## config.mk

```make
export PLATFORM = sky130hd
export DESIGN_NAME = adc_control_summation_regs
export DESIGN_NICKNAME = d
export VERILOG_FILES = /design/src/rtl/adc_regs_pkg.sv /design/src/rtl/adc_control_summation_regs.sv
export VERILOG_INCLUDE_DIRS = /design/src /design/src/rtl
export SDC_FILE = /design/constraint.sdc
export NUM_CORES = 1
export LEC_CHECK = 0
export ABC_AREA = 1
export BUFFER_PORTS_ARGS = -buffer_cell sky130_fd_sc_hd__buf_2
export CORE_ASPECT_RATIO = 1.75
export CORE_UTILIZATION = 57
export CTS_CLUSTER_DIAMETER = 30
export DETAILED_ROUTE_END_ITERATION = 7
export GPL_ROUTABILITY_DRIVEN = 0
export PLACE_DENSITY = 0.81
export SKIP_LAST_GASP = 1
export SYNTH_ARGS = -nofsm -noshare
export SYNTH_HDL_FRONTEND = slang
export SYNTH_SLANG_ARGS = --single-unit
```

## constraint.sdc

```tcl
create_clock -name i_clk -period 2 [get_ports i_clk]
set_input_delay 0.1 -clock i_clk [delete_from_list [all_inputs] [get_ports i_clk]]
set_output_delay 0.1 -clock i_clk [all_outputs]
set_load 0.005 [all_outputs]
```

## src/rtl/adc_regs_cfg.svh

```systemverilog
// constants for the converter control and summation register bank
// Functional notes
// - 24-bit result in three bytes; reading low byte clears conversion interrupt.
// - burnout bit 6 turns on channel source currents; off at reset.
// - reference enable defaults on; level select 0 is 1.25V, 1 is 2.5V.
// - input buffer enable output follows its bit; disabled at reset.
// - gain field bits 2-0 selects gain two to the field value.
// - polarity bit governs result and sum: bipolar or clamped unipolar.
// - settling field bits 5-4: auto, fast, sinc2, sinc3.
// - writing calibration codes 1-5 starts calibration; field always reads zero.
// - 11-bit decimation ratio split in low byte and three upper bits.
// - summation logic powered down while converter is powered down.
// - writing zero to summation control clears the whole 32-bit sum.
// - bipolar polarity sign-extends values entering the sum.
// - mode bits 7-6: cpu add, adc sum, cpu shift, adc sum then shift.
// - cpu add mode adds written sum bytes when byte zero is written.
// - shift mode shifts right by shift count plus one, done in four clocks.
// - accumulate-and-shift sums the count of results then shifts.
// - summation count field selects 2 to 256 results; completion interrupts.
// - shift count field shifts right by field plus one bits.
// - sum exposed as four bytes, byte zero holding bits 7-0.
// - reading sum byte zero clears completion interrupt; software clears flag.
// - upper sum bytes hold bits 15-8, 23-16, 31-24; reset zero.
`ifndef ADC_REGS_CFG_SVH
`define ADC_REGS_CFG_SVH
`define ADDR_RES_LO      8'hD9
`define ADDR_RES_MID     8'hDA
`define ADDR_RES_HI      8'hDB
`define ADDR_ACTRL       8'hDC
`define ADDR_PFC         8'hDD
`define ADDR_DEC_LO      8'hDE
`define ADDR_DEC_HI      8'hDF
`define ADDR_SSCTRL      8'hE1
`define ADDR_SUM0        8'hE2
`define ADDR_SUM1        8'hE3
`define ADDR_SUM2        8'hE4
`define ADDR_SUM3        8'hE5
`define RST_ACTRL        8'h30
`define RST_PFC          8'h00
`define RST_DEC_LO       8'h1B
`define RST_DEC_HI       3'h6
`define RST_SSCTRL       8'h00
`define ACTRL_MASK       8'h7F
`define PFC_MASK         8'h70
`define CAL_RSV_MIN      3'h6
`define SHIFT_CYCLES     3'h4
`endif

```

## src/rtl/adc_regs_pkg.sv

```systemverilog
// types for the converter control and summation register bank
package adc_regs_pkg;
    typedef enum logic [1:0] {
        SRC_CPU_ADD   = 2'h0,
        SRC_ADC_SUM   = 2'h1,
        SRC_CPU_SHIFT = 2'h2,
        SRC_ADC_SHIFT = 2'h3
    } sum_mode_t;

    typedef enum logic [1:0] {
        ST_IDLE  = 2'h0,
        ST_SHIFT = 2'h1
    } sum_state_t;

    typedef struct packed {
        logic       burnout_current_enable;
        logic       internal_reference_enable;
        logic       reference_level_select;
        logic       input_buffer_enable;
        logic [2:0] gain_select;
        logic       result_polarity;
        logic [1:0] settling_mode;
        logic [10:0] decimation_ratio;
    } analog_ctrl_t;

    typedef struct packed {
        logic       wr;
        logic       rd;
        logic [7:0] addr;
        logic [7:0] wdata;
    } sfr_req_t;

    typedef struct packed {
        analog_ctrl_t ctl;
        sum_mode_t    mode;
        logic [2:0]   scnt;
        logic [2:0]   shf;
        logic [31:0]  sum;
        logic [31:0]  stage;
        logic [8:0]   acc_n;
        sum_state_t   st;
        logic [2:0]   shf_cyc;
        logic         adc_irq;
        logic         sum_irq;
        logic         cal_start;
        logic [2:0]   cal_mode;
        logic [23:0]  res;
        logic [7:0]   rdata;
    } state_t;
endpackage

```

## src/rtl/adc_control_summation_regs.sv

```systemverilog
// converter control registers and 32-bit summation/shifter engine
`include "adc_regs_cfg.svh"
module adc_control_summation_regs
    import adc_regs_pkg::*;
(
    input  wire logic         i_clk,
    input  wire logic         i_rst_n,
    input  wire sfr_req_t     i_sfr,
    input  wire logic [23:0]  i_result,
    input  wire logic         i_result_valid,
    input  wire logic         i_adc_powered,
    output logic [7:0]        o_rdata,
    output analog_ctrl_t      o_ctl,
    output logic              o_cal_start,
    output logic [2:0]        o_cal_mode,
    output logic              o_adc_irq,
    output logic              o_sum_irq
);
    state_t q, d;
    logic        wr_ss;
    logic [31:0] res_ext;
    logic [31:0] sext_stage;
    logic [8:0]  target_n;

    // -------------------------------------------------------------
    // next state
    // -------------------------------------------------------------
    always_comb begin
        d = q;
        d.cal_start = 1'b0;
        res_ext = q.ctl.result_polarity ? {8'h00, i_result} : {{8{i_result[23]}}, i_result};
        sext_stage = q.stage;
        target_n = 9'h002 << q.scnt;
        // a summation control write wins over an engine step in the same cycle
        wr_ss = i_sfr.wr && i_sfr.addr == `ADDR_SSCTRL;
        if (i_sfr.rd && i_sfr.addr == `ADDR_RES_LO) begin
            d.adc_irq = 1'b0;
        end
        if (i_result_valid) begin
            d.adc_irq = 1'b1;
            d.res     = i_result;
        end
        if (i_sfr.rd && i_sfr.addr == `ADDR_SUM0) begin
            d.sum_irq = 1'b0;
        end
        // read path, bits above fields read zero
        unique case (i_sfr.addr)
            `ADDR_RES_LO:  d.rdata = q.res[7:0];
            `ADDR_RES_MID: d.rdata = q.res[15:8];
            `ADDR_RES_HI:  d.rdata = q.res[23:16];
            `ADDR_ACTRL:   d.rdata = {1'b0, q.ctl.burnout_current_enable, q.ctl.internal_reference_enable,
                                      q.ctl.reference_level_select, q.ctl.input_buffer_enable, q.ctl.gain_select};
            `ADDR_PFC:     d.rdata = {1'b0, q.ctl.result_polarity, q.ctl.settling_mode, 4'h0};
            `ADDR_DEC_LO:  d.rdata = q.ctl.decimation_ratio[7:0];
            `ADDR_DEC_HI:  d.rdata = {5'h00, q.ctl.decimation_ratio[10:8]};
            `ADDR_SSCTRL:  d.rdata = {q.mode, q.scnt, q.shf};
            `ADDR_SUM0:    d.rdata = q.sum[7:0];
            `ADDR_SUM1:    d.rdata = q.sum[15:8];
            `ADDR_SUM2:    d.rdata = q.sum[23:16];
            `ADDR_SUM3:    d.rdata = q.sum[31:24];
            default:       d.rdata = 8'h00;
        endcase
        if (i_sfr.wr) begin
            unique case (i_sfr.addr)
                `ADDR_ACTRL: begin
                    d.ctl.burnout_current_enable    = i_sfr.wdata[6];
                    d.ctl.internal_reference_enable = i_sfr.wdata[5];
                    d.ctl.reference_level_select    = i_sfr.wdata[4];
                    d.ctl.input_buffer_enable       = i_sfr.wdata[3];
                    d.ctl.gain_select               = i_sfr.wdata[2:0];
                end
                `ADDR_PFC: begin
                    d.ctl.result_polarity = i_sfr.wdata[6];
                    d.ctl.settling_mode   = i_sfr.wdata[5:4];
                    if (i_sfr.wdata[2:0] != 3'h0 && i_sfr.wdata[2:0] < `CAL_RSV_MIN) begin
                        d.cal_start = 1'b1;
                        d.cal_mode  = i_sfr.wdata[2:0];
                    end
                end
                `ADDR_DEC_LO: d.ctl.decimation_ratio[7:0]  = i_sfr.wdata;
                `ADDR_DEC_HI: d.ctl.decimation_ratio[10:8] = i_sfr.wdata[2:0];
                `ADDR_SSCTRL: begin
                    d.mode  = sum_mode_t'(i_sfr.wdata[7:6]);
                    d.scnt  = i_sfr.wdata[5:3];
                    d.shf   = i_sfr.wdata[2:0];
                    d.acc_n = 9'h000;
                    d.st    = ST_IDLE;
                    if (i_sfr.wdata == 8'h00) begin
                        d.sum = 32'h00000000;
                    end else if (sum_mode_t'(i_sfr.wdata[7:6]) == SRC_CPU_SHIFT) begin
                        d.st      = ST_SHIFT;
                        d.shf_cyc = 3'h1;
                    end
                end
                `ADDR_SUM1: d.stage[15:8]  = i_sfr.wdata;
                `ADDR_SUM2: d.stage[23:16] = i_sfr.wdata;
                `ADDR_SUM3: d.stage[31:24] = i_sfr.wdata;
                `ADDR_SUM0: begin
                    d.stage[7:0] = i_sfr.wdata;
                    sext_stage   = {q.stage[31:8], i_sfr.wdata};
                    if (q.mode == SRC_CPU_ADD) begin
                        d.sum = q.sum + sext_stage;
                    end
                end
                default: ;
            endcase
        end
        // adc-fed summation
        if (i_result_valid && q.st == ST_IDLE && !wr_ss &&
            (q.mode == SRC_ADC_SUM || q.mode == SRC_ADC_SHIFT)) begin
            d.sum   = q.sum + res_ext;
            d.acc_n = q.acc_n + 9'h001;
            if (q.acc_n + 9'h001 == target_n) begin
                d.acc_n = 9'h000;
                if (q.mode == SRC_ADC_SHIFT) begin
                    d.st      = ST_SHIFT;
                    d.shf_cyc = 3'h1;
                end else begin
                    d.sum_irq = 1'b1;
                end
            end
        end
        // shift takes four clocks, result lands on the last
        if (q.st == ST_SHIFT && !wr_ss) begin
            if (q.shf_cyc == `SHIFT_CYCLES - 3'h1) begin
                d.sum = q.ctl.result_polarity ? (q.sum >> ({2'h0, q.shf} + 5'h01))
                                              : 32'($signed(q.sum) >>> ({2'h0, q.shf} + 5'h01));
                d.st      = ST_IDLE;
                d.sum_irq = 1'b1;
            end else begin
                d.shf_cyc = q.shf_cyc + 3'h1;
            end
        end
        if (!i_adc_powered) begin
            d.sum   = 32'h00000000;
            d.acc_n = 9'h000;
            d.st    = ST_IDLE;
        end
    end

    // -------------------------------------------------------------
    // state register
    // -------------------------------------------------------------
    always_ff @(posedge i_clk) begin
        if (!i_rst_n) begin
            q <= '0;
            {q.ctl.burnout_current_enable, q.ctl.internal_reference_enable, q.ctl.reference_level_select,
             q.ctl.input_buffer_enable, q.ctl.gain_select} <= 7'(`RST_ACTRL & `ACTRL_MASK);
            q.ctl.decimation_ratio <= {`RST_DEC_HI, `RST_DEC_LO};
            q.mode <= SRC_CPU_ADD;
            q.st   <= ST_IDLE;
        end else begin
            q <= d;
        end
    end

    assign o_rdata     = q.rdata;
    assign o_ctl       = q.ctl;
    assign o_cal_start = q.cal_start;
    assign o_cal_mode  = q.cal_mode;
    assign o_adc_irq   = q.adc_irq;
    assign o_sum_irq   = q.sum_irq;
endmodule

```

==> out/results.md, run 1 <==
| Group | Result | Reported |
| --- | --- | --- |
| run status | Status | stopped before the end |
| run status | Last stage reached | global routing (5_1_grt) |
| run status | Error that halted the flow | [ERROR GRT-0116] Global routing finished with congestion. Check the congestion regions in the DRC Viewer. |
| placement | Post-placement cell area | 0.0167 mm2 |
| synthesis | Warnings, synthesis | 0 |
| global route | Vias in the first global route | 23,350 |
| synthesis | FF+latch count, synth | 137 |
| floorplanning | Die X-Extent | 118 um |
| floorplanning | # rows | 73 |
| synthesis | Top post-synthesis cells by area | dfxtp_1 (20%), nand2_1 (18%), a21oi_1 (9.1%) |
| synthesis | Synth area leader | dfxtp_1 |
| synthesis | Fraction of synthesized cell area taken by the top area cell type | 20.5% |
| synthesis | Net count of the mapped netlist | 2,381 |
| synthesis | Post-synthesis cell area | 0.0134 mm2 |
| placement | Port buffer count | 80 |
| placement | Final HPWL from detailed placement | 49,600 um |
| clocking | # H-tree levels | 4 |
| global route | Largest net degree at the start of global routing | 44 |
| synthesis | Average size of a mapped cell | 5.91 um2 |
| clocking | Total CTS buffers | 17 |
| global route | Global-route congestion overflow total | 399 |
| floorplanning | Ports | 81 |
| synthesis | Number of unique standard cell types used by synthesis | 57 |
| floorplanning | Die Height | 205 um |
| clocking | CTS root buf | clkbuf_16 |
| synthesis | Proportion of synthesized chip area in sequential cells | 20.5% |
| clocking | Max Buffers Root-to-Sink | 2 |
| placement | Total placed cells including tap cells | 2,941 |
| global route | First-pass GRT wire length | 147,000 um |
| global route | Total Routing Usage GR | 77.9% |
| synthesis | Cell count after synthesis | 2,268 |
| clocking | Number of sinks on the clock net | 137 |
| floorplanning | Initial core utilization | 58.4% |
synth_stat cells, drive strengths merged:
| library cell | n |
|---|---|
| clkinv | 5 |
| o21ai | 198 |
| a211oi | 1 |
| o21a | 19 |
| nor3b | 2 |
| o21bai | 7 |
| o211a | 1 |
| o311ai | 2 |
| and2 | 3 |
| nand4 | 24 |
| o221ai | 7 |
| a2111oi | 1 |
| nand3b | 5 |
| o211ai | 26 |
| nor4 | 1 |
| nand3 | 157 |
| or2 | 5 |
| a21o | 6 |
| a21boi | 3 |
| xor2 | 11 |
| inv | 278 |
| dfxtp | 137 |
| a32o | 1 |
| nor2 | 169 |
| nand2 | 648 |
| a221oi | 26 |
| buf | 71 |
| a22oi | 1 |
| mux2i | 25 |
| o22ai | 20 |
| clkbuf | 42 |
| o2111ai | 4 |
| nor3 | 29 |
| a31oi | 10 |
| o31ai | 2 |
| ha | 65 |
| xnor2 | 7 |
| fa | 2 |
| a21oi | 247 |
metrics by stage:
| stage | util, % | worst slack [ns] |
|---|---|---|
| after floorplan | - | -0.0312 |
| after detailed placement | 73.0 | -0.547 |
| after CTS | 81.5 | -0.233 |
| after global placement | 73.0 | -0.499 |
what timing repair did:
item | CTS
gates resized for setup | 292
buffers inserted | 16
endpoints found under the setup margin | 45
hold endpoints to repair | 2
hold buffers | 2
pin swaps | 67
cell families after synthesis:
family,Yosys count,synth area share [%]
AND/OR/NAND/NOR,1043,32.8
AO/OA/AOI/OAI,582,24.6
buffers and inverters,396,12.6
flip-flops,137,20.5
adder cells (fa/ha/maj),67,6.37
multiplexers,25,1.87
XOR/XNOR,18,1.23
per-layer routing:
metal	track usage [%]	overflow
met3	57.9	6
met2	99.3	264
met1	74.6	3
met4	85.0	124
met5	22.3	2
==> inputs of run 2 (changes only) <==
CORE_ASPECT_RATIO = unset   (was 1.75)
CORE_UTILIZATION = 40   (was 57)
CTS_CLUSTER_DIAMETER = unset   (was 30)
PLACE_DENSITY = unset   (was 0.81)
PLACE_DENSITY_LB_ADDON = 0.15   (was unset)
clock period = 2.6 ns   (was 2 ns; I/O delays follow)
==> run 2 against run 1 <==
The flow now finishes without violations. Synthesized area did not move. Synthesized cell count unchanged.
==> out/results.md, run 2 <==
| Group | Result | Reported | Change |
| --- | --- | --- | --- |
| floorplanning | Die area | 0.0342 mm2 |  |
| setup path | Required @ worst endpoint | 2.98 ns |  |
| sta | Number of failing hold endpoints at the final stage | 0 |  |
| drt | Initial DRC Count | 1,966 |  |
| clocking | Clock transition at the register clock pins on the worst setup and hold paths after CTS | 0.08 ns |  |
| synthesis | Fraction of synthesized cell area taken by the top area cell type | 20.5% | unchanged |
| global route | Global-route congestion overflow total | 0 |  |
| clocking | Number of sinks on the clock net | 137 | unchanged |
| power and ir drop | Net switching component of the power | 1.52 mW |  |
| floorplanning | Die Height | 185 um | -9.7% |
| setup path | Highest cell delay on the worst timing path | 0.50 ns |  |
| job | Number of max-cap violations | 0 |  |
| drt | Antenna-violating nets left | 0 |  |
| power and ir drop | Clock share of power | 50.8% |  |
| setup path | Setup CP Type | flop to flop |  |
| clocking | Insertion delay of the later-clocked pin in the worst-skew pair | 0.45 ns |  |
| drt | DR vias | 16,444 |  |
| power and ir drop | Power density over cell area | 352 mW/mm2 |  |
| synthesis | Most used standard cell by instance count after synthesis | nand2_1 |  |
| floorplanning | Initial core utilization | 40.9% | -18 points |
| setup path | Total number of cells along the worst setup path | 11 |  |
| power and ir drop | Total Power | 5.32 mW |  |
| setup path | Reg2reg path depth | 11 |  |
| synthesis | Async set-reset flop share out of synthesis | 0% | unchanged |
| power and ir drop | Internal power summed over all cells | 3.79 mW |  |
| global route | Vias in the first global route | 14,739 |  |
| cells and area | Commonest non-fill, non-tap cells in the layout | nand2_1 (640), inv_1 (265), a21oi_1 (240), o21ai_0 (187), nor2_1 (161) |  |
| sta | Least-Margin Pin Slew | 0.808 ns |  |
| cells and area | Max reg flops | 102 |  |
| clocking | Post-CTS setup buffer count | 0 | -16 |
| cells and area | Area Overhead vs Synth | 12.9% |  |
| synthesis | Net count of the mapped netlist | 2,381 | unchanged |
| synthesis | FF+latch count, synth | 137 | unchanged |
| power and ir drop | Static power due to leakage | 7.25 nW |  |
| setup path | Setup crit end kind | flop |  |
| sta | Min Clock Period, post-route | 2.57 ns |  |
| hold path | Worst min-delay path category | input port to flop |  |
| global route | Number of antenna violations at the first check in global routing | 6 |  |
| setup path | Dominant cell type by count on the critical path | o21ai_0 |  |
| cells and area | Area occupied by multi-input gates | 0.00905 mm2 |  |
| sta | Setup TNS | 0 ns |  |
| floorplanning | Ports | 81 | unchanged |
| power and ir drop | Relative contribution of sequential cells to total power | 40.2% |  |
| power and ir drop | Switching share of total power | 28.6% |  |
| power and ir drop | Combinational group share of total power | 9.0% |  |
| setup path | Dominant delay contributor by cell family on the critical path | compound AO/OA/AOI/OAI gates |  |
| drt | Wire length reported by the detailed router | 60,100 um |  |
| hold path | Hold path cells | 3 |  |
| synthesis | Top post-synthesis cells by area | dfxtp_1 (20%), nand2_1 (18%), a21oi_1 (9.1%) |  |
| synthesis | Cell count after synthesis | 2,268 | unchanged |
| clocking | CTS tree | yes |  |
| floorplanning | Total core area | 0.0328 mm2 |  |
| cells and area | Flip-flop and latch area | 0.00276 mm2 |  |
| sta | Setup repair after global routing missed its margin | yes |  |
| clocking | CTS root buf | clkbuf_16 |  |
| synthesis | Warnings, synthesis | 0 | unchanged |
| cells and area | Most common cell after layout, fill and taps aside | nand2_1 |  |
| cells and area | Layout cells sized above 1 | 11.1% |  |
| setup path | Cell with the biggest individual delay on the critical path | dfxtp_2 |  |
| run status | Status | completed |  |
| power and ir drop | VDD IR max | 0.419 mV |  |
| clocking | Total CTS buffers | 17 | unchanged |
| synthesis | Number of unique standard cell types used by synthesis | 57 | unchanged |
| synthesis | Commonest cells in the netlist | nand2_1 (643), inv_1 (265), a21oi_1 (244), o21ai_0 (191), nor2_1 (165) |  |
| sta | Pins over their slew limit | 0 |  |
| setup path | Buffer and inverter count on the worst path | 2 |  |
| sta | Maximum clock frequency | 389 MHz |  |
| floorplanning | # rows | 66 | -9.6% |
| global route | Total Routing Usage GR | 35.0% |  |
| sta | Final period util | 99.0% |  |
| synthesis | Most frequently used flop master after synthesis | dfxtp_1 |  |
| placement | Port buffer count | 80 | unchanged |
| floorplanning | Die X-Extent | 185 um | +57% |
| cells and area | Reg with most FFs | q |  |
| synthesis | Average size of a mapped cell | 5.91 um2 | unchanged |
| clocking | Max Buffers Root-to-Sink | 2 | unchanged |
| drt | Drt drc | 0 |  |
| clocking | # H-tree levels | 4 | unchanged |
| synthesis | Post-synthesis cell area | 0.0134 mm2 | unchanged |
| global route | Largest net degree at the start of global routing | 58 |  |
| cells and area | Fin nets | 2,451 |  |
| setup path | Cell breakdown of the critical path | buf_4 -> nand2_1 -> inv_1 -> a21oi_1 -> o21ai_0 -> nand2_1 -> o21ai_0 -> o21ai_0 -> o21ai_0 -> o21ai_1 -> a21oi_1 |  |
| sta | Setup violations, final | 0 |  |
| setup path | Highest fanout seen on the critical path | 5 |  |
| setup path | Critical Path AT | 2.96 ns |  |
| drt | First-pass iteration count of the detailed router | 6 |  |
| drt | Ratio of routed vias to standard cells | 5.88 |  |
| synthesis | EDFF count, synth | 0 | unchanged |
| sta | Headroom to the max-slew limit | 46.0% |  |
| drt | Routed wire per std cell | 21.5 um |  |
| synthesis | Proportion of synthesized chip area in sequential cells | 20.5% | unchanged |
| setup path | Startpoint kind of the worst setup timing path | flop |  |
| synthesis | Synth area leader | dfxtp_1 |  |
| sta | Post-route clock skew | 0.0271 ns |  |
| global route | First-pass GRT wire length | 88,700 um |  |
| placement | Final HPWL from detailed placement | 47,600 um | -4.0% |
| cells and area | Filler cell count in the final layout | 3,557 |  |
[run 2: cell counts after synthesis]
No cell type changed its count.
[run 2: final timing paths]
kind / startpoint / endpoint / slack [ns]
max: q[99]$_SDFF_PN0_ / q[85]$_SDFFE_PN0P_ / 0.03
min: i_result[7] / q[15]$_SDFFE_PN0P_ / 0.04
max reg2reg: q[99]$_SDFF_PN0_ / q[85]$_SDFFE_PN0P_ / 0.03
min reg2reg: q[29]$_SDFFE_PN0P_ / q[29]$_SDFFE_PN0P_ / 0.45
[run 2: stage by stage]
stage               worst slack, ns  instance area (um2)  utilization (%)  hold slack (ns)  std cells
finish                       0.0262                15100             46.1           0.0398       2795
floorplan                     0.399                13400                -            0.220       2268
CTS                          0.0692                15000             45.8           0.0346       2793
detailed placement           0.0207                14400             43.9            0.442       2760
global placement            -0.0586                14400             43.9            0.429       2760
global route                -0.0421                15100             46.1           0.0433       2794
[run 2: worst reg2reg max path: stages, from the launching register on]
cell and delay [ns]:
dfxtp_2 0.50, buf_4 0.23, nand2_1 0.06, inv_1 0.21, a21oi_1 0.10, o21ai_0 0.25
nand2_1 0.08, o21ai_0 0.15, o21ai_0 0.16, o21ai_0 0.46, o21ai_1 0.16, a21oi_1 0.16
[run 2: cells by family (layout without fill, tap and decap cells)]
kind of cell    count (synthesis)  count (layout)  synth area share, %
compound gates                582             582                 24.6
xor+xnor                       18              18                 1.23
fa+ha+maj                      67              67                 6.37
buf+inv                       396             479                 12.6
flops                         137             137                 20.5
mux                            25              25                 1.87
other cells                     0               2                    0
simple gates                 1043            1043                 32.8
[run 2: final cells by class]
class	instances	share of cell area [%]
antenna	2	0.0331
clock inverter	14	1.24
inverter	283	7.06
clock buffer	18	2.84
sequential	137	18.2
timing repair buffer	164	7.08
multi-input combinational	1735	59.9
tap	442	3.66
[run 2: timing repair]
| action | in CTS | in global routing |
|---|---|---|
| pin swaps | 0 | 2 |
| endpoints found under the setup margin | 1 | 28 |
| hold endpoints to repair | 1 | 0 |
| hold buffers | 1 | 0 |
| resized for setup | 1 | 37 |
[run 2: per-layer routing]
metal	GRT usage, %	routed length [um]
met4	19.1	3560
met3	7.43	6820
met1	45.9	24600
met2	53.3	25000
met5	0	19
[run 2: power by group through the flow]
stage | logic [mW] | registers [mW] | clock network (mW)
floorplan | 0.237 | 2.18 | 0
global placement | 0.454 | 2.18 | 0
detailed placement | 0.456 | 2.18 | 0
CTS | 0.458 | 2.14 | 2.69
global route | 0.510 | 2.14 | 2.79
finish | 0.480 | 2.14 | 2.70
Power figures use the tool's default switching activity.
==> inputs of run 3 (changes only) <==
BUFFER_PORTS_ARGS = -buffer_cell sky130_fd_sc_hd__buf_4   (was -buffer_cell sky130_fd_sc_hd__buf_2)
CELL_PAD_IN_SITES_DETAIL_PLACEMENT = 0   (was unset)
CELL_PAD_IN_SITES_GLOBAL_PLACEMENT = 1   (was unset)
RECOVER_POWER = 50   (was unset)
==> run 3 against run 2 <==
Flip-flop and latch count unchanged. Final area up 2.6%. Sequential power barely moved. Cell count increased by 1.2%. Setup slack better by 0.019 ns. Clock-buffer cell count unchanged. Largest cell class unchanged.
==> out/results.md, run 3 (synthesized netlist as in run 2, its figures left out) <==
| Group | Result | Reported | Change |
| --- | --- | --- | --- |
| job | Number of max-cap violations | 0 | unchanged |
| drt | Metal1 wirelength | 26,700 um | +8.5% |
| setup path | Setup crit end kind | flop |  |
| setup path | Highest fanout seen on the critical path | 28 | +23 |
| power and ir drop | Total Power | 5.23 mW | -1.6% |
| power and ir drop | VDD IR max | 0.322 mV | -23% |
| hold path | Worst min-delay path category | input port to flop |  |
| drt | Ratio of routed vias to standard cells | 5.80 | -1.5% |
| drt | Initial DRC Count | 2,116 | +7.6% |
| floorplanning | Die X-Extent | 185 um | unchanged |
| sta | Post-route clock skew | 0.0147 ns | -0.0124 ns |
| drt | DR vias | 16,396 | -0.29% |
| placement | Worst slack, placed | -0.244 ns | -0.265 ns |
| setup path | Critical Path AT | 2.96 ns | about the same |
| setup path | Startpoint kind of the worst setup timing path | flop |  |
| placement | Port buffer count | 80 | unchanged |
| power and ir drop | Combinational group share of total power | 9.9% | +0.9 points |
| drt | Routed wire per std cell | 22.1 um | +2.9% |
| sta | Setup violations, final | 0 | unchanged |
| power and ir drop | Clock share of power | 49.3% | -1.5 points |
| drt | Antenna-violating nets left | 0 | unchanged |
| cells and area | Reg with most FFs | q |  |
| floorplanning | Die Height | 185 um | unchanged |
| clocking | Max Buffers Root-to-Sink | 2 | unchanged |
| power and ir drop | Power density over cell area | 337 mW/mm2 | -4.1% |
| clocking | Total CTS buffers | 17 | unchanged |
| sta | Headroom to the max-slew limit | 40.8% | -5.2 points |
| drt | Drt drc | 0 | unchanged |
| global route | First-pass GRT wire length | 92,400 um | +4.2% |
| cells and area | Most common cell after layout, fill and taps aside | nand2_1 |  |
| drt | First-pass iteration count of the detailed router | 6 | unchanged |
| power and ir drop | Internal power summed over all cells | 3.73 mW | -1.7% |
| clocking | CTS tree | yes |  |
| clocking | Clock transition at the register clock pins on the worst setup and hold paths after CTS | 0.07 ns | about the same |
| floorplanning | Die area | 0.0342 mm2 | unchanged |
| drt | Top sig layer | met4 |  |
| clocking | # H-tree levels | 4 | unchanged |
| clocking | Number of sinks on the clock net | 137 | unchanged |
| cells and area | Fin nets | 2,483 | +1.3% |
| power and ir drop | Switching share of total power | 28.7% | +0.088 points |
| global route | Vias in the first global route | 14,901 | +1.1% |
| cells and area | Commonest non-fill, non-tap cells in the layout | nand2_1 (640), inv_1 (263), a21oi_1 (242), o21ai_0 (189), nor2_1 (161) |  |
| setup path | Required @ worst endpoint | 3.00 ns | +0.02 ns |
| sta | Least-Margin Pin Slew | 0.888 ns | +0.0794 ns |
| global route | Total Routing Usage GR | 36.7% | +1.6 points |
| floorplanning | Initial core utilization | 40.9% | unchanged |
| sta | Pins over their slew limit | 0 | unchanged |
| sta | Setup repair after global routing missed its margin | yes |  |
| global route | Largest net degree at the start of global routing | 58 | unchanged |
| sta | Min Clock Period, post-route | 2.55 ns | -0.0190 ns |
| floorplanning | Ports | 81 | unchanged |
| drt | Wire length reported by the detailed router | 62,500 um | +4.1% |
| cells and area | Max reg flops | 102 | unchanged |
| sta | Setup TNS | 0 ns | unchanged |
| power and ir drop | Net switching component of the power | 1.50 mW | -1.3% |
| setup path | Setup CP Type | flop to flop |  |
| power and ir drop | Relative contribution of sequential cells to total power | 40.9% | +0.7 points |
| floorplanning | Total core area | 0.0328 mm2 | unchanged |
| cells and area | Filler cell count in the final layout | 3,575 | +0.51% |
| cells and area | Layout cells sized above 1 | 11.7% | +0.56 points |
| sta | Number of failing hold endpoints at the final stage | 0 | unchanged |
| drt | Total length of routed met3 wires | 6570 um | -3.7% |
| sta | Final period util | 98.3% | -0.73 points |
| sta | Setup slack of the critical path after layout | 0.0452 ns | +0.0190 ns |
| placement | Final HPWL from detailed placement | 50,300 um | +5.6% |
| clocking | CTS root buf | clkbuf_16 |  |
| sta | Maximum clock frequency | 391 MHz | +0.74% |
| global route | Global-route congestion overflow total | 0 | unchanged |
| clocking | Insertion delay of the later-clocked pin in the worst-skew pair | 0.46 ns | about the same |
| floorplanning | # rows | 66 | unchanged |
| drt | Length of routed met2 wiring | 26,400 um | +5.3% |
| power and ir drop | Static power due to leakage | 7.41 nW | +2.2% |
| run status | Status | completed |  |
| cells and area | Area Overhead vs Synth | 15.8% |  |
| global route | Number of antenna violations at the first check in global routing | 2 | -4 |
==> run 3: timing repair <==
| action | in CTS | in global routing |
|---|---|---|
| gates resized for setup | 3 | 34 |
| hold buffers | 3 | 0 |
| hold endpoints to repair | 3 | 0 |
| setup buffers | 0 | 6 |
| endpoints found under the setup margin | 3 | 29 |
| pin swaps | 0 | 2 |
==> run 3: worst max-delay path, stage by stage, from the launching register on <==
cell and delay [ns]:
dfxtp_2 0.36, ha_1 0.36, inv_4 0.29, buf_4 0.23, o21ai_0 0.15, a221oi_1 0.38
o21ai_1 0.16, nand3_1 0.10, nand2_1 0.05, nand2_1 0.28, nand2_1 0.09, inv_1 0.06
==> run 3: final timing paths <==
| kind | depth (start not counted) | end | start | slack, ns |
|---|---|---|---|---|
| min | 3 | q[16]$_SDFFE_PN0P_ | i_result[8] | 0.02 |
| min reg2reg | 2 | o_cal_mode[0]$_SDFFE_PN0P_ | o_cal_mode[0]$_SDFFE_PN0P_ | 0.45 |
| max reg2reg | 11 | q[88]$_SDFF_PN0_ | q[116]$_SDFFE_PN0P_ | 0.05 |
| max | 11 | q[88]$_SDFF_PN0_ | q[116]$_SDFFE_PN0P_ | 0.05 |
==> run 3: power by group through the flow <==
| stage | sequential (mW) | clock (mW) | combinational [mW] |
|---|---|---|---|
| 2_1_floorplan | 2.18 | 0 | 0.237 |
| 3_3_place_gp | 2.19 | 0 | 0.497 |
| 3_5_place_dp | 2.19 | 0 | 0.496 |
| 4_1_cts | 2.14 | 2.59 | 0.502 |
| 5_1_grt | 2.14 | 2.68 | 0.545 |
| 6_report | 2.14 | 2.58 | 0.516 |
==> run 3: area by class of cell <==
type	instances	area, um2	area share, %
clock inverters	14	164	1.06
inverters	283	1070	6.88
well taps	442	553	3.57
multi-input cells	1735	9020	58.2
flip-flops and latches	137	2760	17.8
repair buffers	196	1510	9.71
diodes	3	7.51	0.0484
clock buffers	18	429	2.77
==> run 3: per-stage QoR <==
step                instance area [um2]  hold WS [ns]  cells  util [%]
finish                            15500        0.0161   2828      47.3
global route                      15500        0.0160   2825      47.3
CTS                               15400       0.00134   2819      47.0
detailed placement                14800         0.394   2784      45.1
global placement                  14800         0.393   2784      45.1
floorplan                         13400         0.220   2268         -
==> run 3: routing by layer <==
metal | up-vias | GRT usage [%]
met4 | 0 | 16.3
met3 | 167 | 6.86
met5 | - | 0
met1 | 7495 | 49.6
met2 | 961 | 56.3
li1 | 7773 | -
